`config.mk`:
```
export PLATFORM = sky130hd
export DESIGN_NAME = rf_frame_integrity_guard
export DESIGN_NICKNAME = d
export VERILOG_FILES = /design/src/design/rfg_pkg.sv /design/src/design/rf_frame_integrity_guard.sv
export SDC_FILE = /design/constraint.sdc
export NUM_CORES = 1
export LEC_CHECK = 0
export BUFFER_PORTS_ARGS = -buffer_cell sky130_fd_sc_hd__buf_2
export CORE_MARGIN = 1
export CORE_UTILIZATION = 25
export DETAILED_ROUTE_END_ITERATION = 10
export PLACE_DENSITY = 0.49
export SETUP_SLACK_MARGIN = 0.02
export SYNTH_ARGS = -nofsm -noshare
export SYNTH_HDL_FRONTEND = slang
export SYNTH_SLANG_ARGS = --single-unit
```
`constraint.sdc`:
```
create_clock -name clk -period 2.9 [get_ports clk]
set_input_delay 0.58 -clock clk [delete_from_list [all_inputs] [get_ports clk]]
set_output_delay 0.58 -clock clk [all_outputs]
set_load 0.02 [all_outputs]
```
`src/design/rfg_pkg.sv`:
```
// Package: register map, field positions, reset values, CRC helpers
package rfg_pkg;
  localparam logic [7:0] ADDR_GUARD = 8'h21;
  localparam logic [7:0] ADDR_CTRL = 8'h22;
  localparam logic [7:0] ADDR_PRESET_LO = 8'h23;
  localparam logic [7:0] ADDR_PRESET_HI = 8'h24;
  localparam logic [7:0] ADDR_FIXED = 8'h25;
  localparam logic [7:0] ADDR_STATUS = 8'h30;
  localparam logic [7:0] ADDR_COMMAND = 8'h31;
  localparam logic [7:0] ADDR_RESULT_LO = 8'h32;
  localparam logic [7:0] ADDR_RESULT_HI = 8'h33;

  localparam int CTRL_PARITY_EN = 0;
  localparam int CTRL_PARITY_ODD = 1;
  localparam int CTRL_TX_CRC = 2;
  localparam int CTRL_RX_CRC = 3;
  localparam int CTRL_SHORT = 4;
  localparam int CTRL_ALT = 5;
  localparam int STAT_CRC_ERR = 0;
  localparam int STAT_PAR_ERR = 1;
  localparam int STAT_GUARD = 2;
  localparam int CMD_CRC_COMPUTE = 0;

  localparam logic [7:0] RST_GUARD = 8'h06;
  localparam logic [7:0] RST_CTRL = 8'h03;
  localparam logic [7:0] RST_PRESET = 8'h63;
  localparam logic [7:0] RST_FIXED = 8'h00;

  localparam logic [15:0] CRC16_POLY = 16'h8408;
  localparam logic [7:0] CRC_SHORT_WIDTH_SEL_POLY = 8'hb8;
  localparam logic [15:0] CRC16_XOR = 16'hffff;
  localparam logic [15:0] CRC_SHORT_WIDTH_SEL_XOR = 16'h00ff;
  localparam logic [3:0] PARITY_BIT_IDX = 4'h8;

  typedef enum logic [2:0] {
    TX_IDLE = 3'b000,
    TX_DATA = 3'b001,
    TX_CRC_LO = 3'b010,
    TX_CRC_HI = 3'b011,
    TX_CALC = 3'b100
  } rfg_tx_state_t;

  typedef struct packed {
    logic [7:0] data;
    logic parity;
    logic parity_bit_en;
    logic last;
  } rfg_tx_byte_t;

  typedef struct packed {
    logic [7:0] data;
    logic parityErr;
  } rfg_rx_byte_t;

  // One byte through a reflected (LSB-first) CRC register
  function automatic logic [15:0] crcStep(input logic [15:0] c, input logic [7:0] d,
                                          input logic short8);
    logic [15:0] r;
    r = c ^ {8'h00, d};
    for (int i = 0; i < 8; i++) begin
      if (short8) begin
        r = {8'h00, (r[7:0] >> 1) ^ (r[0] ? CRC_SHORT_WIDTH_SEL_POLY : 8'h00)};
      end else begin
        r = (r >> 1) ^ (r[0] ? CRC16_POLY : 16'h0000);
      end
    end
    return r;
  endfunction

  // Alternate algorithm complements the result
  function automatic logic [15:0] crcFinal(input logic [15:0] c, input logic short8,
                                           input logic alt);
    logic [15:0] x;
    x = alt ? (short8 ? CRC_SHORT_WIDTH_SEL_XOR : CRC16_XOR) : 16'h0000;
    return c ^ x;
  endfunction
endpackage

```
`src/design/rf_frame_integrity_guard.sv`:
```
// RF frame integrity: parity, CRC append/check/strip, receive guard time
`timescale 1ns/1ns
module rf_frame_integrity_guard (
  // Clock and reset
  input wire logic clk,
  input wire logic resetn,
  // Register port
  input wire logic [7:0] regAddr,
  input wire logic [7:0] regWdata,
  input wire logic regWrite,
  input wire logic regRead,
  output logic [7:0] regRdata,
  // Bit clock and transmit end
  input wire logic bitClkTick,
  input wire logic txEnd,
  // Transmit byte stream in
  input wire logic txStart,
  input wire logic txDataValid,
  input wire logic [7:0] txData,
  input wire logic txDataLast,
  output logic txReady,
  // Transmit byte stream out
  output logic txOutValid,
  output rfg_pkg::rfg_tx_byte_t txOut,
  // Receive bits in
  input wire logic rxFrameStart,
  input wire logic rxBitValid,
  input wire logic rxBit,
  input wire logic rxFrameEnd,
  // Receive bytes out
  output logic rxOutValid,
  output rfg_pkg::rfg_rx_byte_t rxOut,
  output logic rxFrameDone,
  output logic rxCrcOk,
  output logic rxGuardActive
);

////////////////////////////////////////////////////////////////////////////////
// Registers

  logic [7:0] receive_guard_cycles;
  logic [7:0] ctrl;
  logic [7:0] crc_start_low_byte;
  logic [7:0] crc_start_high_byte;
  logic [7:0] fixedReg;
  logic crc_error_flag;
  logic parityErrFlag;
  logic crcErrSet;
  logic parErrSet;
  logic [15:0] crcResult;
  logic crc_compute_command;

  logic shortSel;
  logic altSel;
  logic parityOn;
  logic parity_polarity_odd;
  logic [15:0] presetValue;
  assign parityOn = ctrl[rfg_pkg::CTRL_PARITY_EN];
  assign parity_polarity_odd = ctrl[rfg_pkg::CTRL_PARITY_ODD];
  assign shortSel = ctrl[rfg_pkg::CTRL_SHORT];
  assign altSel = ctrl[rfg_pkg::CTRL_ALT];
  // High preset byte dropped in short mode
  assign presetValue = shortSel ? {8'h00, crc_start_low_byte}
                                : {crc_start_high_byte, crc_start_low_byte};

  always_ff @(posedge clk or negedge resetn) begin
    if (!resetn) begin
      receive_guard_cycles <= rfg_pkg::RST_GUARD;
      ctrl <= rfg_pkg::RST_CTRL;
      crc_start_low_byte <= rfg_pkg::RST_PRESET;
      crc_start_high_byte <= rfg_pkg::RST_PRESET;
      fixedReg <= rfg_pkg::RST_FIXED;
    end else if (regWrite) begin
      case (regAddr)
        rfg_pkg::ADDR_GUARD: receive_guard_cycles <= regWdata;
        rfg_pkg::ADDR_CTRL: ctrl <= regWdata;
        rfg_pkg::ADDR_PRESET_LO: crc_start_low_byte <= regWdata;
        rfg_pkg::ADDR_PRESET_HI: crc_start_high_byte <= regWdata;
        rfg_pkg::ADDR_FIXED: fixedReg <= regWdata;
        default: ;
      endcase
    end
  end

  assign crc_compute_command = regWrite && (regAddr == rfg_pkg::ADDR_COMMAND)
                               && regWdata[rfg_pkg::CMD_CRC_COMPUTE];

  // Sticky flags, write one to clear; a new event wins over the clear
  logic statusWrite;
  assign statusWrite = regWrite && (regAddr == rfg_pkg::ADDR_STATUS);
  always_ff @(posedge clk or negedge resetn) begin
    if (!resetn) begin
      crc_error_flag <= 1'b0;
      parityErrFlag <= 1'b0;
    end else begin
      if (crcErrSet) begin
        crc_error_flag <= 1'b1;
      end else if (statusWrite && regWdata[rfg_pkg::STAT_CRC_ERR]) begin
        crc_error_flag <= 1'b0;
      end
      if (parErrSet) begin
        parityErrFlag <= 1'b1;
      end else if (statusWrite && regWdata[rfg_pkg::STAT_PAR_ERR]) begin
        parityErrFlag <= 1'b0;
      end
    end
  end

  always_ff @(posedge clk or negedge resetn) begin
    if (!resetn) begin
      regRdata <= 8'h00;
    end else if (regRead) begin
      case (regAddr)
        rfg_pkg::ADDR_GUARD: regRdata <= receive_guard_cycles;
        rfg_pkg::ADDR_CTRL: regRdata <= ctrl;
        rfg_pkg::ADDR_PRESET_LO: regRdata <= crc_start_low_byte;
        rfg_pkg::ADDR_PRESET_HI: regRdata <= crc_start_high_byte;
        rfg_pkg::ADDR_FIXED: regRdata <= fixedReg;
        rfg_pkg::ADDR_STATUS: regRdata <= {5'h00, rxGuardActive,
                                           parityErrFlag, crc_error_flag};
        rfg_pkg::ADDR_RESULT_LO: regRdata <= crcResult[7:0];
        rfg_pkg::ADDR_RESULT_HI: regRdata <= crcResult[15:8];
        default: regRdata <= 8'h00;
      endcase
    end else begin
      regRdata <= 8'h00;
    end
  end

////////////////////////////////////////////////////////////////////////////////
// Receive guard time

  logic [7:0] guardCount;
  always_ff @(posedge clk or negedge resetn) begin
    if (!resetn) begin
      guardCount <= 8'h00;
      rxGuardActive <= 1'b0;
    end else if (txEnd) begin
      guardCount <= receive_guard_cycles;
      rxGuardActive <= (receive_guard_cycles != 8'h00);
    end else if (rxGuardActive && bitClkTick) begin
      guardCount <= guardCount - 8'h01;
      rxGuardActive <= (guardCount != 8'h01);
    end
  end

  logic rxStartOk;
  logic rxBitOk;
  logic rxEndOk;
  // Nothing from the receiver reaches the decoder while guarding
  assign rxStartOk = rxFrameStart && !rxGuardActive;
  assign rxBitOk = rxBitValid && !rxGuardActive;
  assign rxEndOk = rxFrameEnd && !rxGuardActive;

////////////////////////////////////////////////////////////////////////////////
// Transmit path

  rfg_pkg::rfg_tx_state_t txState;
  rfg_pkg::rfg_tx_state_t next_txState;
  logic [15:0] txCrc;
  logic [15:0] txCrcOut;
  logic txTake;
  assign txTake = txDataValid && txReady;
  assign txCrcOut = rfg_pkg::crcFinal(txCrc, shortSel, altSel);

  always_comb begin
    next_txState = txState;
    case (txState)
      rfg_pkg::TX_IDLE: begin
        if (crc_compute_command) begin
          next_txState = rfg_pkg::TX_CALC;
        end else if (txStart) begin
          next_txState = rfg_pkg::TX_DATA;
        end
      end
      rfg_pkg::TX_DATA: begin
        if (txTake && txDataLast) begin
          next_txState = ctrl[rfg_pkg::CTRL_TX_CRC] ? rfg_pkg::TX_CRC_LO
                                                    : rfg_pkg::TX_IDLE;
        end
      end
      rfg_pkg::TX_CRC_LO: begin
        next_txState = shortSel ? rfg_pkg::TX_IDLE : rfg_pkg::TX_CRC_HI;
      end
      rfg_pkg::TX_CRC_HI: next_txState = rfg_pkg::TX_IDLE;
      rfg_pkg::TX_CALC: begin
        if (txTake && txDataLast) begin
          next_txState = rfg_pkg::TX_IDLE;
        end
      end
      default: next_txState = rfg_pkg::TX_IDLE;
    endcase
  end

  always_ff @(posedge clk or negedge resetn) begin
    if (!resetn) begin
      txState <= rfg_pkg::TX_IDLE;
      txReady <= 1'b0;
    end else begin
      txState <= next_txState;
      txReady <= (next_txState == rfg_pkg::TX_DATA) || (next_txState == rfg_pkg::TX_CALC);
    end
  end

  always_ff @(posedge clk or negedge resetn) begin
    if (!resetn) begin
      txCrc <= 16'h0000;
      crcResult <= 16'h0000;
    end else if (txState == rfg_pkg::TX_IDLE && (txStart || crc_compute_command)) begin
      txCrc <= presetValue;
    end else if (txTake) begin
      txCrc <= rfg_pkg::crcStep(txCrc, txData, shortSel);
      if (txDataLast) begin
        crcResult <= rfg_pkg::crcFinal(rfg_pkg::crcStep(txCrc, txData, shortSel),
                                       shortSel, altSel);
      end
    end
  end

  logic [7:0] txByteNow;
  logic txSendNow;
  logic txLastNow;
  always_comb begin
    txByteNow = txData;
    txSendNow = 1'b0;
    txLastNow = 1'b0;
    case (txState)
      rfg_pkg::TX_DATA: begin
        txSendNow = txTake;
        txLastNow = txDataLast && !ctrl[rfg_pkg::CTRL_TX_CRC];
      end
      rfg_pkg::TX_CRC_LO: begin
        txByteNow = txCrcOut[7:0];
        txSendNow = 1'b1;
        txLastNow = shortSel;
      end
      rfg_pkg::TX_CRC_HI: begin
        txByteNow = txCrcOut[15:8];
        txSendNow = 1'b1;
        txLastNow = 1'b1;
      end
      default: ;
    endcase
  end

  always_ff @(posedge clk or negedge resetn) begin
    if (!resetn) begin
      txOutValid <= 1'b0;
      txOut <= '0;
    end else begin
      txOutValid <= txSendNow;
      txOut.data <= txByteNow;
      txOut.parity <= (^txByteNow) ^ parity_polarity_odd;
      txOut.parity_bit_en <= parityOn;
      txOut.last <= txLastNow;
    end
  end

////////////////////////////////////////////////////////////////////////////////
// Receive byte assembly and parity check

  logic [7:0] rxShift;
  logic [3:0] rxBitCount;
  logic asmValid;
  logic [7:0] asmByte;
  logic asmParErr;
  logic endSeen;

  always_ff @(posedge clk or negedge resetn) begin
    if (!resetn) begin
      rxShift <= 8'h00;
      rxBitCount <= 4'h0;
      asmValid <= 1'b0;
      asmByte <= 8'h00;
      asmParErr <= 1'b0;
      endSeen <= 1'b0;
    end else begin
      asmValid <= 1'b0;
      asmParErr <= 1'b0;
      endSeen <= rxEndOk;
      if (rxStartOk) begin
        rxBitCount <= 4'h0;
      end else if (rxBitOk) begin
        if (rxBitCount == rfg_pkg::PARITY_BIT_IDX) begin
          // Ninth bit only appears with parity on
          asmValid <= 1'b1;
          asmByte <= rxShift;
          asmParErr <= rxBit != ((^rxShift) ^ parity_polarity_odd);
          rxBitCount <= 4'h0;
        end else if (rxBitCount == 4'h7 && !parityOn) begin
          asmValid <= 1'b1;
          asmByte <= {rxBit, rxShift[7:1]};
          rxBitCount <= 4'h0;
        end else begin
          rxShift <= {rxBit, rxShift[7:1]};
          rxBitCount <= rxBitCount + 4'h1;
        end
      end
    end
  end

  assign parErrSet = asmParErr;

////////////////////////////////////////////////////////////////////////////////
// Receive CRC hold-back, check and strip

  logic [7:0] hold0;
  logic [7:0] hold1;
  logic [1:0] holdCount;
  logic [1:0] holdNeed;
  logic [15:0] rxCrc;
  logic [15:0] rxCrcFinal;
  logic draining;
  logic drainIdx;
  logic crcMatch;

  assign holdNeed = !ctrl[rfg_pkg::CTRL_RX_CRC] ? 2'd0 : (shortSel ? 2'd1 : 2'd2);
  assign rxCrcFinal = rfg_pkg::crcFinal(rxCrc, shortSel, altSel);
  assign crcMatch = (holdCount == holdNeed) && (hold0 == rxCrcFinal[7:0])
                    && (shortSel || hold1 == rxCrcFinal[15:8]);
  assign crcErrSet = endSeen && (holdNeed != 2'd0) && !crcMatch;

  always_ff @(posedge clk or negedge resetn) begin
    if (!resetn) begin
      hold0 <= 8'h00;
      hold1 <= 8'h00;
      holdCount <= 2'd0;
      rxCrc <= 16'h0000;
      draining <= 1'b0;
      drainIdx <= 1'b0;
      rxOutValid <= 1'b0;
      rxOut <= '0;
      rxFrameDone <= 1'b0;
      rxCrcOk <= 1'b0;
    end else begin
      rxOutValid <= 1'b0;
      rxFrameDone <= 1'b0;
      if (rxStartOk) begin
        rxCrc <= presetValue;
        holdCount <= 2'd0;
        draining <= 1'b0;
      end else if (draining) begin
        // Failed check: held bytes are data after all
        rxOutValid <= 1'b1;
        rxOut.data <= drainIdx ? hold1 : hold0;
        rxOut.parityErr <= 1'b0;
        drainIdx <= 1'b1;
        if (drainIdx || holdCount == 2'd1) begin
          draining <= 1'b0;
          holdCount <= 2'd0;
          rxFrameDone <= 1'b1;
        end
      end else if (endSeen) begin
        rxCrcOk <= crcMatch;
        if (holdNeed != 2'd0 && !crcMatch && holdCount != 2'd0) begin
          draining <= 1'b1;
          drainIdx <= 1'b0;
        end else begin
          holdCount <= 2'd0;
          rxFrameDone <= 1'b1;
        end
      end else if (asmValid) begin
        if (holdNeed == 2'd0) begin
          rxOutValid <= 1'b1;
          rxOut.data <= asmByte;
          rxOut.parityErr <= asmParErr;
        end else if (holdCount < holdNeed) begin
          if (holdCount == 2'd0) begin
            hold0 <= asmByte;
          end else begin
            hold1 <= asmByte;
          end
          holdCount <= holdCount + 2'd1;
        end else begin
          // Oldest held byte is data; newest joins the trailer
          rxOutValid <= 1'b1;
          rxOut.data <= hold0;
          rxOut.parityErr <= asmParErr;
          rxCrc <= rfg_pkg::crcStep(rxCrc, hold0, shortSel);
          if (holdNeed == 2'd2) begin
            hold0 <= hold1;
            hold1 <= asmByte;
          end else begin
            hold0 <= asmByte;
          end
        end
      end
    end
  end

endmodule // rf_frame_integrity_guard

```
After elaboration in Yosys (flattened, before gate mapping):

Index checks and enable logic that the tools add are counted.

* bits of input ports: 37
* output and inout port bits: 34
* bits in registers: 178
* word-level logic and storage cells: 434

* magnitude comparators: 1
* eq/ne operators: 35
* mux-type cells: 234
* bitwise logic cells: 60
* reduce and logical (&&, ||, !) cells: 65
* $add $sub $neg: 3

Operator list (number)
* 2-to-1 mux 16 bit: 137
* bitwise XOR 15 x 16 -> 16 bit: 23
* 2-to-1 mux 8 bit: 35
* bitwise XOR 7 x 8 -> 8 bit: 23
* == test 8 x 6 -> 1 bit (second input constant): 9
* case mux 8 bit (8 select lines): 1
* bitwise XOR 16 bit: 3
* 2-to-1 mux 9 bit: 5
* 2-to-1 mux 1 bit: 32
* bitwise XOR 16 x 8 -> 16 bit: 2
* nonzero test 2 bit: 13
* 2-to-1 mux 2 bit: 12
* logical AND 1 bit: 20
* == test 8 bit: 2
* 2-to-1 mux 4 bit: 4
* case mux 8 bit (2 select lines): 1
* XOR reduction 8 bit: 2
* 2-to-1 mux 3 bit: 4
* case mux 3 bit (4 select lines): 1
* AND reduction 3 bit: 4
* != test 2 bit (second input constant): 5
* AND reduction 2 bit: 5
* AND reduction 5 bit: 2
* != test 4 bit (second input constant): 2
* 31 further kinds: 51

Longest topological paths before layout:

Gate-level depths: netlist (run 1).

* depth in word-level cells: 73
* gate-level depth with buffers: 15
* gate-level depth less buffers: 8

Worst setup path before layout (run 1):

No wires, ideal clock.

* path type: reg-to-reg
* start: reg ctrl[4]
* end: reg hold1[0]
* path buffers: 6
* arrival: 3.127 ns
* stages on the path, launching flop included: 15
* clock period less this slack: 3.252 ns
* slack: -0.352 ns
* library setup time: 0.125 ns
* required time: 2.775 ns
* path through: dfrtp_1 clkbuf_2 clkbuf_1 clkbuf_1 buf_6 clkbuf_1 and2_1 ha_1 inv_1 a21o_1 nand3_1 clkbuf_1 o21ai_0 nand2_1 mux2_2

* longest elaborated chain between the ends: 5
* elaborated cells on any way between the ends: 10
* classes of those cells: order compare: 1; eq/ne: 2; mux: 3; bitwise: 1; reduce/logical: 3

Ends and longest elaborated chain
* start, declared: RTL line rf_frame_integrity_guard.sv:42 `logic [7:0] ctrl;`
* start signal, assigned: RTL line rf_frame_integrity_guard.sv:69 `ctrl <= rfg_pkg::RST_CTRL;`
* start signal, assigned: RTL line rf_frame_integrity_guard.sv:76 `rfg_pkg::ADDR_CTRL: ctrl <= regWdata;`
* 2-to-1 mux 2 bit (*) (2 in series): RTL line rf_frame_integrity_guard.sv:317 `assign holdNeed = !ctrl[rfg_pkg::CTRL_RX_CRC] ? 2'd0 : (shortSel ? 2'd1 : 2'd2);`
* less-than comparator 2 bit, or another cell as far along: RTL line rf_frame_integrity_guard.sv:367 `end else if (holdCount < holdNeed) begin`
* != test 2 bit (no source line), or another cell as far along
* AND reduction 7 bit (no source line)
* end signal, assigned: RTL line rf_frame_integrity_guard.sv:371 `hold1 <= asmByte;`
* end signal, assigned: RTL line rf_frame_integrity_guard.sv:382 `hold1 <= asmByte;`
* end, declared: RTL line rf_frame_integrity_guard.sv:308 `logic [7:0] hold1;`

Mark *: on every way between the ends. The rest lies on a longest branch, timed or not.
A chain may end at the register's enable or synchronous reset.

Worst setup path in the final report (run 1):

* start: reg ctrl[4]
* end: reg rxCrc[3]

* longest elaborated chain between the ends: 65
* elaborated cells on any way between the ends: 87
* classes of those cells: order compare: 1; eq/ne: 2; mux: 68; bitwise: 14; reduce/logical: 2

Ends and longest elaborated chain
* 2-to-1 mux 16 bit: RTL line rfg_pkg.sv:61 `if (short8) begin`
* 2-to-1 mux 16 bit: RTL line rf_frame_integrity_guard.sv:367
* 2-to-1 mux 16 bit: RTL line rf_frame_integrity_guard.sv:363 `if (holdNeed == 2'd0) begin`
* 2-to-1 mux 16 bit: RTL line rf_frame_integrity_guard.sv:362 `end else if (asmValid) begin`
* 2-to-1 mux 16 bit: RTL line rf_frame_integrity_guard.sv:353 `end else if (endSeen) begin`
* 2-to-1 mux 16 bit: RTL line rf_frame_integrity_guard.sv:342 `end else if (draining) begin`
* 2-to-1 mux 16 bit: RTL line rf_frame_integrity_guard.sv:338 `if (rxStartOk) begin`
* 2-to-1 mux 16 bit, or another cell as far along: RTL line rfg_pkg.sv:64 `r = (r >> 1) ^ (r[0] ? CRC16_POLY : 16'h0000);`
* [49 not listed]
* bitwise XOR 15 x 16 -> 16 bit / bitwise XOR 7 x 8 -> 8 bit (equally long branches): RTL line rfg_pkg.sv:64, rfg_pkg.sv:62
* 2-to-1 mux 16 bit: RTL line rfg_pkg.sv:61
* 2-to-1 mux 16 bit: RTL line rf_frame_integrity_guard.sv:367
* 2-to-1 mux 16 bit: RTL line rf_frame_integrity_guard.sv:363
* 2-to-1 mux 16 bit: RTL line rf_frame_integrity_guard.sv:362
* 2-to-1 mux 16 bit: RTL line rf_frame_integrity_guard.sv:353
* 2-to-1 mux 16 bit: RTL line rf_frame_integrity_guard.sv:342
* 2-to-1 mux 16 bit: RTL line rf_frame_integrity_guard.sv:338
* end signal, assigned: RTL line rf_frame_integrity_guard.sv:339 `rxCrc <= presetValue;`
* end signal, assigned: RTL line rf_frame_integrity_guard.sv:379 `rxCrc <= rfg_pkg::crcStep(rxCrc, hold0, shortSel);`
* end, declared: RTL line rf_frame_integrity_guard.sv:311 `logic [15:0] rxCrc;`

Several ways; a longest one is shown, not always the timed one. The select of a mux whose other input is x is not followed.

==> flow_metrics.env, run 1 <==
export IMPL_hold_viol=0
export IMPL_power_leakage_nw=5.33
export IMPL_end_kind="flop"
export IMPL_tightest_slew_ps=1070
export IMPL_cts_root_buffer="clkbuf_16"
export IMPL_die_h_um=205
export IMPL_rows=73
export IMPL_numCtsBuffers=17
export IMPL_pin_count=71
export IMPL_gr_total_overflow=0
export IMPL_cts_setup_buffers=0
export IMPL_post_cts_resized=0
export IMPL_cpMaxStageDelayCell="nor2_1"
export IMPL_fillerInstances=4129
export IMPL_worst_path_most_repeated_cell="and2_1"
export IMPL_post_route_min_period_ps=2550
export IMPL_synth_top_area_cell="dfrtp_1"
export IMPL_grt_max_degree=64
export IMPL_cap_violations=0
export IMPL_clock_fmax_ghz=0.392
export IMPL_ff2ff_setup_slack_ps=350
export IMPL_synth_top_area_share_pct=40.4
export IMPL_tritoncts_num_sinks=178
export IMPL_peakVddDrop_mv=0.392
export IMPL_instances_no_fill=1573
export IMPL_cts_tree="built"
export IMPL_syn_area_um2=10300
export IMPL_final_nets=1079
export IMPL_initial_utilization_pct=25.6
export IMPL_critical_path_cell_chain="buf_4 -> and2_1 -> ha_1 -> inv_1 -> a21o_1 -> and2_1 -> nor2_1 -> a22oi_1 -> nand3b_1"
export IMPL_cp_slowest_stage_delay_ps=800
export IMPL_crit_type="flop to flop"
export IMPL_maxSlewViolCount=0
export IMPL_placed_area_um2=11300
export IMPL_drtPass1Iterations=5
export IMPL_vias=7536
export IMPL_insertion_delay_ps=460
export IMPL_fin_skew_ps=17.7
export IMPL_outcome="complete, no violations"
export IMPL_ys_seq_area_share_pct=43.5
export IMPL_fin_area_um2=11900
export IMPL_syn_avg_cell_area_um2=10.7
export IMPL_final_layout_size_suffix_gt1_share_pct=24.0
export IMPL_min_path_type="input port to async pin"
export IMPL_synth_cell_types=76
export IMPL_power_density_nw_per_um2=785
export IMPL_synthCells=964
export IMPL_ys_ff_latch=178
export IMPL_crit_path_start_kind="flop"
export IMPL_route_detailed_drc=0
export IMPL_ys_warn_count=0
export IMPL_synthTopCellsByArea="dfrtp_1 40%, mux2_2 8.3%, xnor2_1 6.6%, nand2_1 3.9%, o21ai_0 3.2%"
export IMPL_timing_hold_ws_ps=112
export IMPL_core_um2=40100
export IMPL_finalCoreUtilization_pct=29.8
export IMPL_grt_util_all_layers_pct=14.5
export IMPL_dp_hpwl_mm=21.2
export IMPL_viasPerCell=4.79
export IMPL_area_delta_synth_final_pct=16.3
export IMPL_rsz0062_at_grt="false"
export IMPL_multi_input_area_um2=5490
export IMPL_ff_latch_area_um2=4470
export IMPL_synth_edf_count=0
export IMPL_synth_nets=1009
export IMPL_ant_nets=0
export IMPL_cts_hold_buf=0
export IMPL_arrival_ps=2940
export IMPL_cts_max_level=4
export IMPL_wl_per_cell_um=18.6
export IMPL_netlist_top_cells_count="166 x dfrtp_1, 107 x nand2_1, 77 x xnor2_1"
export IMPL_cts_buffer_depth=2
export IMPL_grt_pass1_vias=7496
export IMPL_cp_required_ps=3290
export IMPL_grt_first_pass_wirelength_mm=45.9
export IMPL_setup_tns_ps=0
export IMPL_dieWidth_um=205
export IMPL_routed_wl_mm=29.2
export IMPL_dieArea_um2=41900
export IMPL_place_inst=1540
export IMPL_fin_crit_sh_pct=88.0
export IMPL_io_buffers=70
export IMPL_critPathMaxFanout=17
export IMPL_async_flop_share_pct=100
export IMPL_clkTransAtPathRegs_ps=90
export IMPL_setup_viol=0
export IMPL_antenna_found_initial=0
export IMPL_gp_congestion=0.822
export IMPL_slew_headroom_pct=28.3
export IMPL_drtIter0Drc=581
export IMPL_yosysMostFrequentCell="dfrtp_1"
export IMPL_ys_flop_type="dfrtp_1"
## critical path: cells and delay by family, from the launching register on
family                   cells  cell delay, ps
adder cells (fa/ha/maj)      1             130
AND/OR/NAND/NOR              4            1280
flip-flops                   1             400
AO/OA/AOI/OAI                2             380
buffers and inverters        2             280
## metrics by stage
stage / setup WS (ps) / power [mW]
after floorplan: 50.1 / 5.98
after global placement: 341 / 6.98
after detailed placement: 299 / 6.99
after CTS: 363 / 9.48
after global routing: 145 / 9.94
final: 348 / 9.37
## logic make-up (layout without fill, tap and decap cells)
family	count (synthesis)	in the layout	synth area share (%)
and+or+nand+nor	254	254	12.0
AOI/OAI and AO/OA	218	218	13.8
DFF	178	178	43.5
xor gates and xnor gates	133	133	15.3
muxes	107	107	11.3
buffers and inverters	66	149	3.06
adders and majority gates	8	8	0.974
other	0	1	0
## registers in the layout (all words and copies together) (netlist names), 2 cells and up
| name | flops |
|---|---|
| regRdata | 8 |
| crcResult | 16 |
| fixedReg | 8 |
| receive_guard_cycles | 8 |
| ctrl | 8 |
| crc_start_low_byte | 8 |
| rxShift | 8 |
| txOut | 11 |
| rxCrc | 16 |
| hold1 | 8 |
| rxOut | 9 |
| txCrc | 16 |
| asmByte | 8 |
| txState | 3 |
| guardCount | 8 |
| holdCount | 2 |
| crc_start_high_byte | 8 |
| hold0 | 8 |
| rxBitCount | 4 |
## power by group
| group | internal [mW] | switching, mW | leakage [nW] |
|---|---|---|---|
| Combinational | 1.73 | 1.84 | 2.71 |
| Clock | 1.19 | 1.26 | 0.298 |
| Sequential | 2.89 | 0.462 | 2.32 |
| Total | 5.81 | 3.57 | 5.33 |
## cells in the final DEF (no fill, tap or decap), drive strengths merged, types with 8 or more instances in the layout
master,n
a21o,9
o21ai,73
dfstp,12
ha,8
xnor2,85
xnor3,14
mux2i,31
dfrtp,166
clkbuf,18
and2,10
buf,104
nor2,47
nand3,18
a211oi,16
a31oi,12
mux2,76
inv,19
xor2,32
nor2b,15
nand2,107
nor3,13
a22oi,23
a21oi,32
o31ai,9
## worst paths after layout
path,cells past startpoint,to,from
max,9,rxCrc[3],ctrl[4]
max reg2reg,9,rxCrc[3],ctrl[4]
min reg2reg,2,crcResult[13],crcResult[13]
min,1,rxOutValid,resetn
min in group clk,2,endSeen,rxFrameEnd
max in group asynchronous,2,crc_start_high_byte[6],resetn
## per-layer routing
metal,GRT usage (%),vias up,part of all wire [%]
met4,3.54,0,1.3
met3,2.53,31,3.7
met2,22.6,157,46
met5,0,-,0
li1,-,3578,-
met1,20.5,3770,49
## cell type report
| class | instances | area share (%) |
|---|---|---|
| multi-input cells | 720 | 46.0 |
| flip-flops and latches | 178 | 37.4 |
| repair buffers | 105 | 5.52 |
| well taps | 525 | 5.50 |
| clock buffers | 17 | 3.56 |
| clock inverters | 15 | 1.63 |
| inverters | 12 | 0.377 |
| diodes | 1 | 0.0209 |
Note: power is estimated with default switching activity, not from simulation.
==> run 2, diff against run 1 <==
--- a/config.mk
+++ b/config.mk
@@ -9,8 +9,8 @@
 export CORE_MARGIN = 1
 export CORE_UTILIZATION = 25
 export DETAILED_ROUTE_END_ITERATION = 10
-export PLACE_DENSITY = 0.49
-export SETUP_SLACK_MARGIN = 0.02
+export GPL_ROUTABILITY_DRIVEN = 1
+export PLACE_DENSITY = 0.4
 export SYNTH_ARGS = -nofsm -noshare
 export SYNTH_HDL_FRONTEND = slang
 export SYNTH_SLANG_ARGS = --single-unit
==> run 2 against run 1 <==
Against the previous run:
- non-clock buffer count up 8
- utilization up 0.11 points
- sequential share of layout area down 0.14 points
- via count down 1.2%
- first-iteration DRC count down 31%
- fmax up 6.0%
- sequential power about the same
- cell count up 0.45%
- clock skew down 5.4 ps
- critical path type unchanged
- critical endpoint is now rxCrc[4]
- largest cell class unchanged
- largest power group unchanged
==> flow_metrics.env, run 2 (synthesis results as in run 1) <==
export IMPL_ant_nets=0
export IMPL_viasPerCell=4.71
export IMPL_wl_per_cell_um=19.5
export IMPL_grt_max_degree=64
export IMPL_grt_first_pass_wirelength_mm=47.9
export IMPL_fin_skew_ps=12.3
export IMPL_final_common_cell="dfrtp_1"
export IMPL_cts_max_level=4
export IMPL_core_um2=40100
export IMPL_power_share_sequential_pct=35.6
export IMPL_slew_headroom_pct=27.4
export IMPL_rows=73
export IMPL_antenna_found_initial=0
export IMPL_insertion_delay_ps=450
export IMPL_grt_met2_usage_pct=24.1
export IMPL_setup_tns_ps=0
export IMPL_initial_utilization_pct=25.6
export IMPL_io_buffers=70
export IMPL_routed_wl_mm=30.8
export IMPL_cap_violations=0
export IMPL_layout_common_cells="166 x dfrtp_1, 107 x nand2_1, 77 x xnor2_1, 76 x mux2_2, 69 x buf_2"
export IMPL_dp_hpwl_mm=22.5
export IMPL_route_detailed_drc=0
export IMPL_die_h_um=205
export IMPL_crit_type="flop to flop"
export IMPL_hold_viol=0
export IMPL_area_delta_synth_final_pct=16.7
export IMPL_maxSlewViolCount=0
export IMPL_use_met1_pct=21.2
export IMPL_numCtsBuffers=17
export IMPL_power_leakage_nw=5.37
export IMPL_final_layout_size_suffix_gt1_share_pct=24.5
export IMPL_finalCoreUtilization_pct=29.9
export IMPL_critPathMaxFanout=14
export IMPL_r2r_end="rxCrc[4]"
export IMPL_power_density_nw_per_um2=787
export IMPL_crit_path_start_kind="flop"
export IMPL_arrival_ps=2760
export IMPL_ff2ff_setup_slack_ps=490
export IMPL_post_cts_resized=0
export IMPL_internal_power_mw=5.97
export IMPL_pwr_share_comb_pct=38.6
export IMPL_gp_congestion=0.784
export IMPL_pin_count=71
export IMPL_p_switching_mw=3.47
export IMPL_gr_usage_met3_pct=3.21
export IMPL_setup_viol=0
export IMPL_final_nets=1087
export IMPL_grt_util_all_layers_pct=15.4
export IMPL_reg2reg_from="ctrl[4]"
export IMPL_pwr_share_clk_pct=25.8
export IMPL_vias=7447
export IMPL_cts_buffer_depth=2
export IMPL_cp_required_ps=3250
export IMPL_post_route_min_period_ps=2410
export IMPL_tritoncts_num_sinks=178
export IMPL_p_total_mw=9.44
export IMPL_cts_tree="built"
export IMPL_gr_total_overflow=0
export IMPL_cts_hold_buf=0
export IMPL_largestRegisters="crcResult (16), rxCrc (16), txCrc (16)"
export IMPL_clock_fmax_ghz=0.415
export IMPL_diodes=0
export IMPL_drtIter0Drc=399
export IMPL_busiest_layer="met2"
export IMPL_rsz0062_at_grt="false"
export IMPL_drtPass1Iterations=5
export IMPL_tightest_slew_ps=1080
export IMPL_rr_worst_depth=8
export IMPL_peakVddDrop_mv=0.412
export IMPL_cts_setup_buffers=0
export IMPL_dieWidth_um=205
export IMPL_min_path_type="input port to async pin"
export IMPL_grt_pass1_vias=7600
export IMPL_end_kind="flop"
export IMPL_cts_root_buffer="clkbuf_16"
export IMPL_clkTransAtPathRegs_ps=70
export IMPL_sw_frac_of_total_pct=36.8
export IMPL_outcome="complete, no violations"
export IMPL_dieArea_um2=41900
export IMPL_fin_crit_sh_pct=83.0
run 2: cell count changes in the layout (fill, tap and decap cells not counted), sizes merged:
cell,delta
buf,+8
bufinv,+2
clkbuf,+1
clkinv,-2
clkinvlp,+1
diode,-1
inv,-2
run 2: area by class of cell:
type | count | area, um2
tap | 525 | 657
sequential | 178 | 4470
inverter | 12 | 45.0
fill | 4159 | 28100
timing repair buffer | 113 | 719
clock inverter | 14 | 169
multi-input combinational | 720 | 5490
clock buffer | 18 | 439
run 2: metrics by stage:
step	std cells	cell area (um2)	setup WS, ps	hold WS [ps]
after floorplan	964	10300	16.5	284
after global placement	1548	11400	356	466
after detailed placement	1548	11400	363	463
after CTS	1580	12000	441	133
after global routing	1580	12000	189	144
final	1580	12000	492	119
run 2: how the worst max path moves through the flow:
stage	from	slack, ps	to	cells after the start
after detailed placement	regAddr[3]	360	txCrc[10]	8
final	ctrl[4]	490	rxCrc[4]	8
after global placement	regAddr[3]	360	txCrc[10]	8
after global routing	ctrl[4]	190	rxCrc[4]	8
after CTS	ctrl[4]	440	rxCrc[4]	8
after floorplan	ctrl[4]	20	hold1[0]	13
run 2: worst max-delay path: stages, from the launching register on:
cell and delay (ps):
dfrtp_1 420, inv_1 80, nand2_1 60, ha_1 300, a21o_1 210, and2_1 160
nor2_1 790, a221oi_1 170, o31ai_1 120
run 2: power by group through the flow:
stage,Sequential [mW],Combinational (mW),Clock [mW]
after floorplan,3.28,2.70,0
after global placement,3.42,3.68,0
after detailed placement,3.42,3.65,0
after CTS,3.37,3.69,2.52
after global routing,3.42,4.00,2.62
final,3.36,3.64,2.44
run 2: per-layer routing:
metal	wire [um]	share of wire [%]	vias up
met5	0	0	-
li1	-	-	3598
met3	1360	4.4	29
met2	14100	46	168
met4	544	1.8	0
met1	14800	48	3652
==> run 3, diff against run 2 <==
--- a/config.mk
+++ b/config.mk
@@ -5,12 +5,13 @@
 export SDC_FILE = /design/constraint.sdc
 export NUM_CORES = 1
 export LEC_CHECK = 0
+export ABC_AREA = 1
 export BUFFER_PORTS_ARGS = -buffer_cell sky130_fd_sc_hd__buf_2
 export CORE_MARGIN = 1
 export CORE_UTILIZATION = 25
 export DETAILED_ROUTE_END_ITERATION = 10
 export GPL_ROUTABILITY_DRIVEN = 1
-export PLACE_DENSITY = 0.4
+export PLACE_DENSITY = 0.39
 export SYNTH_ARGS = -nofsm -noshare
 export SYNTH_HDL_FRONTEND = slang
 export SYNTH_SLANG_ARGS = --single-unit
==> constraint.sdc (replaced) <==
create_clock -name clk -period 2.26 [get_ports clk]
set_input_delay 0.452 -clock clk [delete_from_list [all_inputs] [get_ports clk]]
set_output_delay 0.452 -clock clk [all_outputs]
set_load 0.02 [all_outputs]
==> run 3 against run 2 <==
Against the previous run:
- the flow now finishes with violations (DRC)
- register-to-register slack got worse by 280 ps
- power grew 39%
- clock skew rose by 8.3 ps
- routed wire length increased by 16%
- synthesized cell count increased by 43%
- synthesized area increased by 1.8%
- fmax up 18%
- combinational power is 51% higher
- worst hold slack improved by 70 ps
- first-iteration DRC count up 77%
- final area up 5.7%
- non-clock buffer count is 44 higher
- largest cell class unchanged
- highest routed layer unchanged
==> flow_metrics.env, run 3 <==
export IMPL_outcome="finished with violations"
export IMPL_violations="DRC"
export IMPL_async_flop_share_pct=100
export IMPL_dieArea_um2=42700
export IMPL_wl_per_cell_um=17.4
export IMPL_clock_fmax_ghz=0.489
export IMPL_syn_area_um2=10500
export IMPL_drtPass1Iterations=9
export IMPL_antenna_found_initial=0
export IMPL_crit_path_start_kind="flop"
export IMPL_cp_required_ps=2610
export IMPL_gr_total_overflow=0
export IMPL_diodes=0
export IMPL_cts_tree="built"
export IMPL_largestRegisters="crcResult (16), rxCrc (16), txCrc (16)"
export IMPL_ys_warn_count=0
export IMPL_viasPerCell=4.63
export IMPL_critPathMaxFanout=16
export IMPL_insertion_delay_ps=460
export IMPL_p_total_mw=13.1
export IMPL_initial_utilization_pct=25.5
export IMPL_numCtsBuffers=17
export IMPL_final_nets=1555
export IMPL_synth_cell_types=56
export IMPL_syn_avg_cell_area_um2=7.61
export IMPL_maxSlewViolCount=0
export IMPL_setup_viol=0
export IMPL_peakVddDrop_mv=0.514
export IMPL_clkTransAtPathRegs_ps=80
export IMPL_drtIter0Drc=707
export IMPL_slew_headroom_pct=58.4
export IMPL_ys_seq_area_share_pct=42.7
export IMPL_final_layout_size_suffix_gt1_share_pct=18.1
export IMPL_cts_max_level=4
export IMPL_pin_count=71
export IMPL_power_density_nw_per_um2=1040
export IMPL_dieWidth_um=207
export IMPL_ant_nets=0
export IMPL_grt_util_all_layers_pct=17.7
export IMPL_min_path_type="input port to flop"
export IMPL_ys_flop_type="dfrtp_1"
export IMPL_end_kind="flop"
export IMPL_setup_tns_ps=0
export IMPL_arrival_ps=2390
export IMPL_cts_buffer_depth=2
export IMPL_cts_root_buffer="clkbuf_16"
export IMPL_hold_viol=0
export IMPL_synth_top_area_share_pct=39.7
export IMPL_synth_edf_count=0
export IMPL_netlist_top_cells_count="390 x nand2_1, 166 x dfrtp_1, 162 x inv_1"
export IMPL_synth_nets=1419
export IMPL_core_um2=41000
export IMPL_fin_crit_sh_pct=90.5
export IMPL_die_h_um=207
export IMPL_grt_first_pass_wirelength_mm=56.2
export IMPL_power_leakage_nw=6.10
export IMPL_synthCells=1374
export IMPL_vias=9517
export IMPL_dp_hpwl_mm=27.8
export IMPL_io_buffers=70
export IMPL_tightest_slew_ps=618
export IMPL_final_common_cell="nand2_1"
export IMPL_area_delta_synth_final_pct=21.2
export IMPL_ys_ff_latch=178
export IMPL_synthTopCellsByArea="dfrtp_1 40%, nand2_1 14%, o21ai_0 5.9%, inv_1 5.8%, nand3_1 4.7%"
export IMPL_synth_top_area_cell="dfrtp_1"
export IMPL_cap_violations=0
export IMPL_grt_max_degree=42
export IMPL_gp_congestion=0.835
export IMPL_crit_type="flop to flop"
export IMPL_post_route_min_period_ps=2050
export IMPL_layout_common_cells="386 x nand2_1, 166 x dfrtp_1, 162 x inv_1, 121 x o21ai_0, 98 x nand3_1"
export IMPL_pre_cts_slack_ps=-3.26
export IMPL_rows=74
export IMPL_fillerInstances=4437
export IMPL_fin_skew_ps=20.5
export IMPL_yosysMostFrequentCell="nand2_1"
export IMPL_grt_pass1_vias=9500
export IMPL_tritoncts_num_sinks=178
export IMPL_setup_ws_ps=215
export IMPL_routed_wl_mm=35.8
export IMPL_route_detailed_drc=6
run 3: cell types whose count changed in the layout (fill, tap and decap cells not counted), moves of 55 or more:
cell | before | now
nand2_1 | 107 | 386
inv_1 | 11 | 162
nand3_1 | 18 | 98
mux2_2 | 76 | 0
xnor2_1 | 77 | 17
o21ai_0 | 66 | 121
run 3: final cells by class:
| type | count | area (um2) | share of cell area, % |
|---|---|---|---|
| Clock buffer | 18 | 439 | 3.46 |
| Clock inverter | 14 | 185 | 1.46 |
| Inverter | 187 | 709 | 5.60 |
| Multi-Input combinational cell | 969 | 5130 | 40.5 |
| Sequential cell | 178 | 4470 | 35.3 |
| Tap cell | 532 | 666 | 5.25 |
| Timing Repair Buffer | 157 | 1080 | 8.53 |
run 3: power breakdown:
group          switching (mW)  internal (mW)  total (mW)
Sequential              0.607           3.84        4.44
Clock                    1.50           1.72        3.22
Combinational            3.36           2.12        5.48
Total                    5.46           7.68        13.1
run 3: worst paths after layout:
kind                             from  cells after the start                      end  slack (ps)
max reg2reg                   ctrl[4]                     11                 hold1[2]         210
min                        rxFrameEnd                      3                  endSeen         190
max                           ctrl[4]                     11                 hold1[2]         210
max in group asynchronous      resetn                      3  receive_guard_cycles[1]        1100
min reg2reg                   ctrl[0]                      0                 txOut[1]         440
min in group asynchronous      resetn                      2                 txOut[2]         510
run 3: kinds of logic after synthesis:
group | after synthesis | synth area share (%)
buffers and inverters | 227 | 8.59
DFF | 178 | 42.7
AOI/OAI and AO/OA | 268 | 15.6
and+or+nand+nor | 629 | 25.6
xor gates and xnor gates | 64 | 6.51
adders and majority gates | 8 | 0.957
run 3: metal layers:
layer	share of wire [%]	up-vias	GRT usage (%)
met3	3.9	30	2.66
met2	45	207	28.0
met1	49	4507	24.6
met5	0	-	0
met4	1.8	0	5.36
li1	-	4773	-
run 3: critical path, cell delays in order, from the launching register on:
cell,delay (ps)
dfrtp_1,380
nor2_1,150
inv_1,60
ha_1,300
a21oi_2,210
inv_1,80
buf_4,140
o21ai_0,140
nand4_1,120
buf_4,210
nand2_1,60
o21ai_0,70
run 3: per-stage QoR:
| stage | cell area (um2) | util (%) | cells | hold slack, ps |
|---|---|---|---|---|
| finish | 12700 | 30.9 | 2055 | 189 |
| global route | 12700 | 30.9 | 2055 | 174 |
| CTS | 12600 | 30.8 | 2053 | 157 |
| detailed placement | 12000 | 29.2 | 2020 | 428 |
| global placement | 12000 | 29.2 | 2020 | 429 |
| floorplan | 10500 | - | 1374 | 156 |
run 3: what timing repair did:
| action | 4_1_cts | 5_1_grt |
|---|---|---|
| hold buffers | 1 | 0 |
| endpoints found under the hold margin | 31 | 0 |
| resized for setup | 0 | 13 |
| endpoints found under the setup margin | 0 | 34 |
| setup buffers | 0 | 2 |
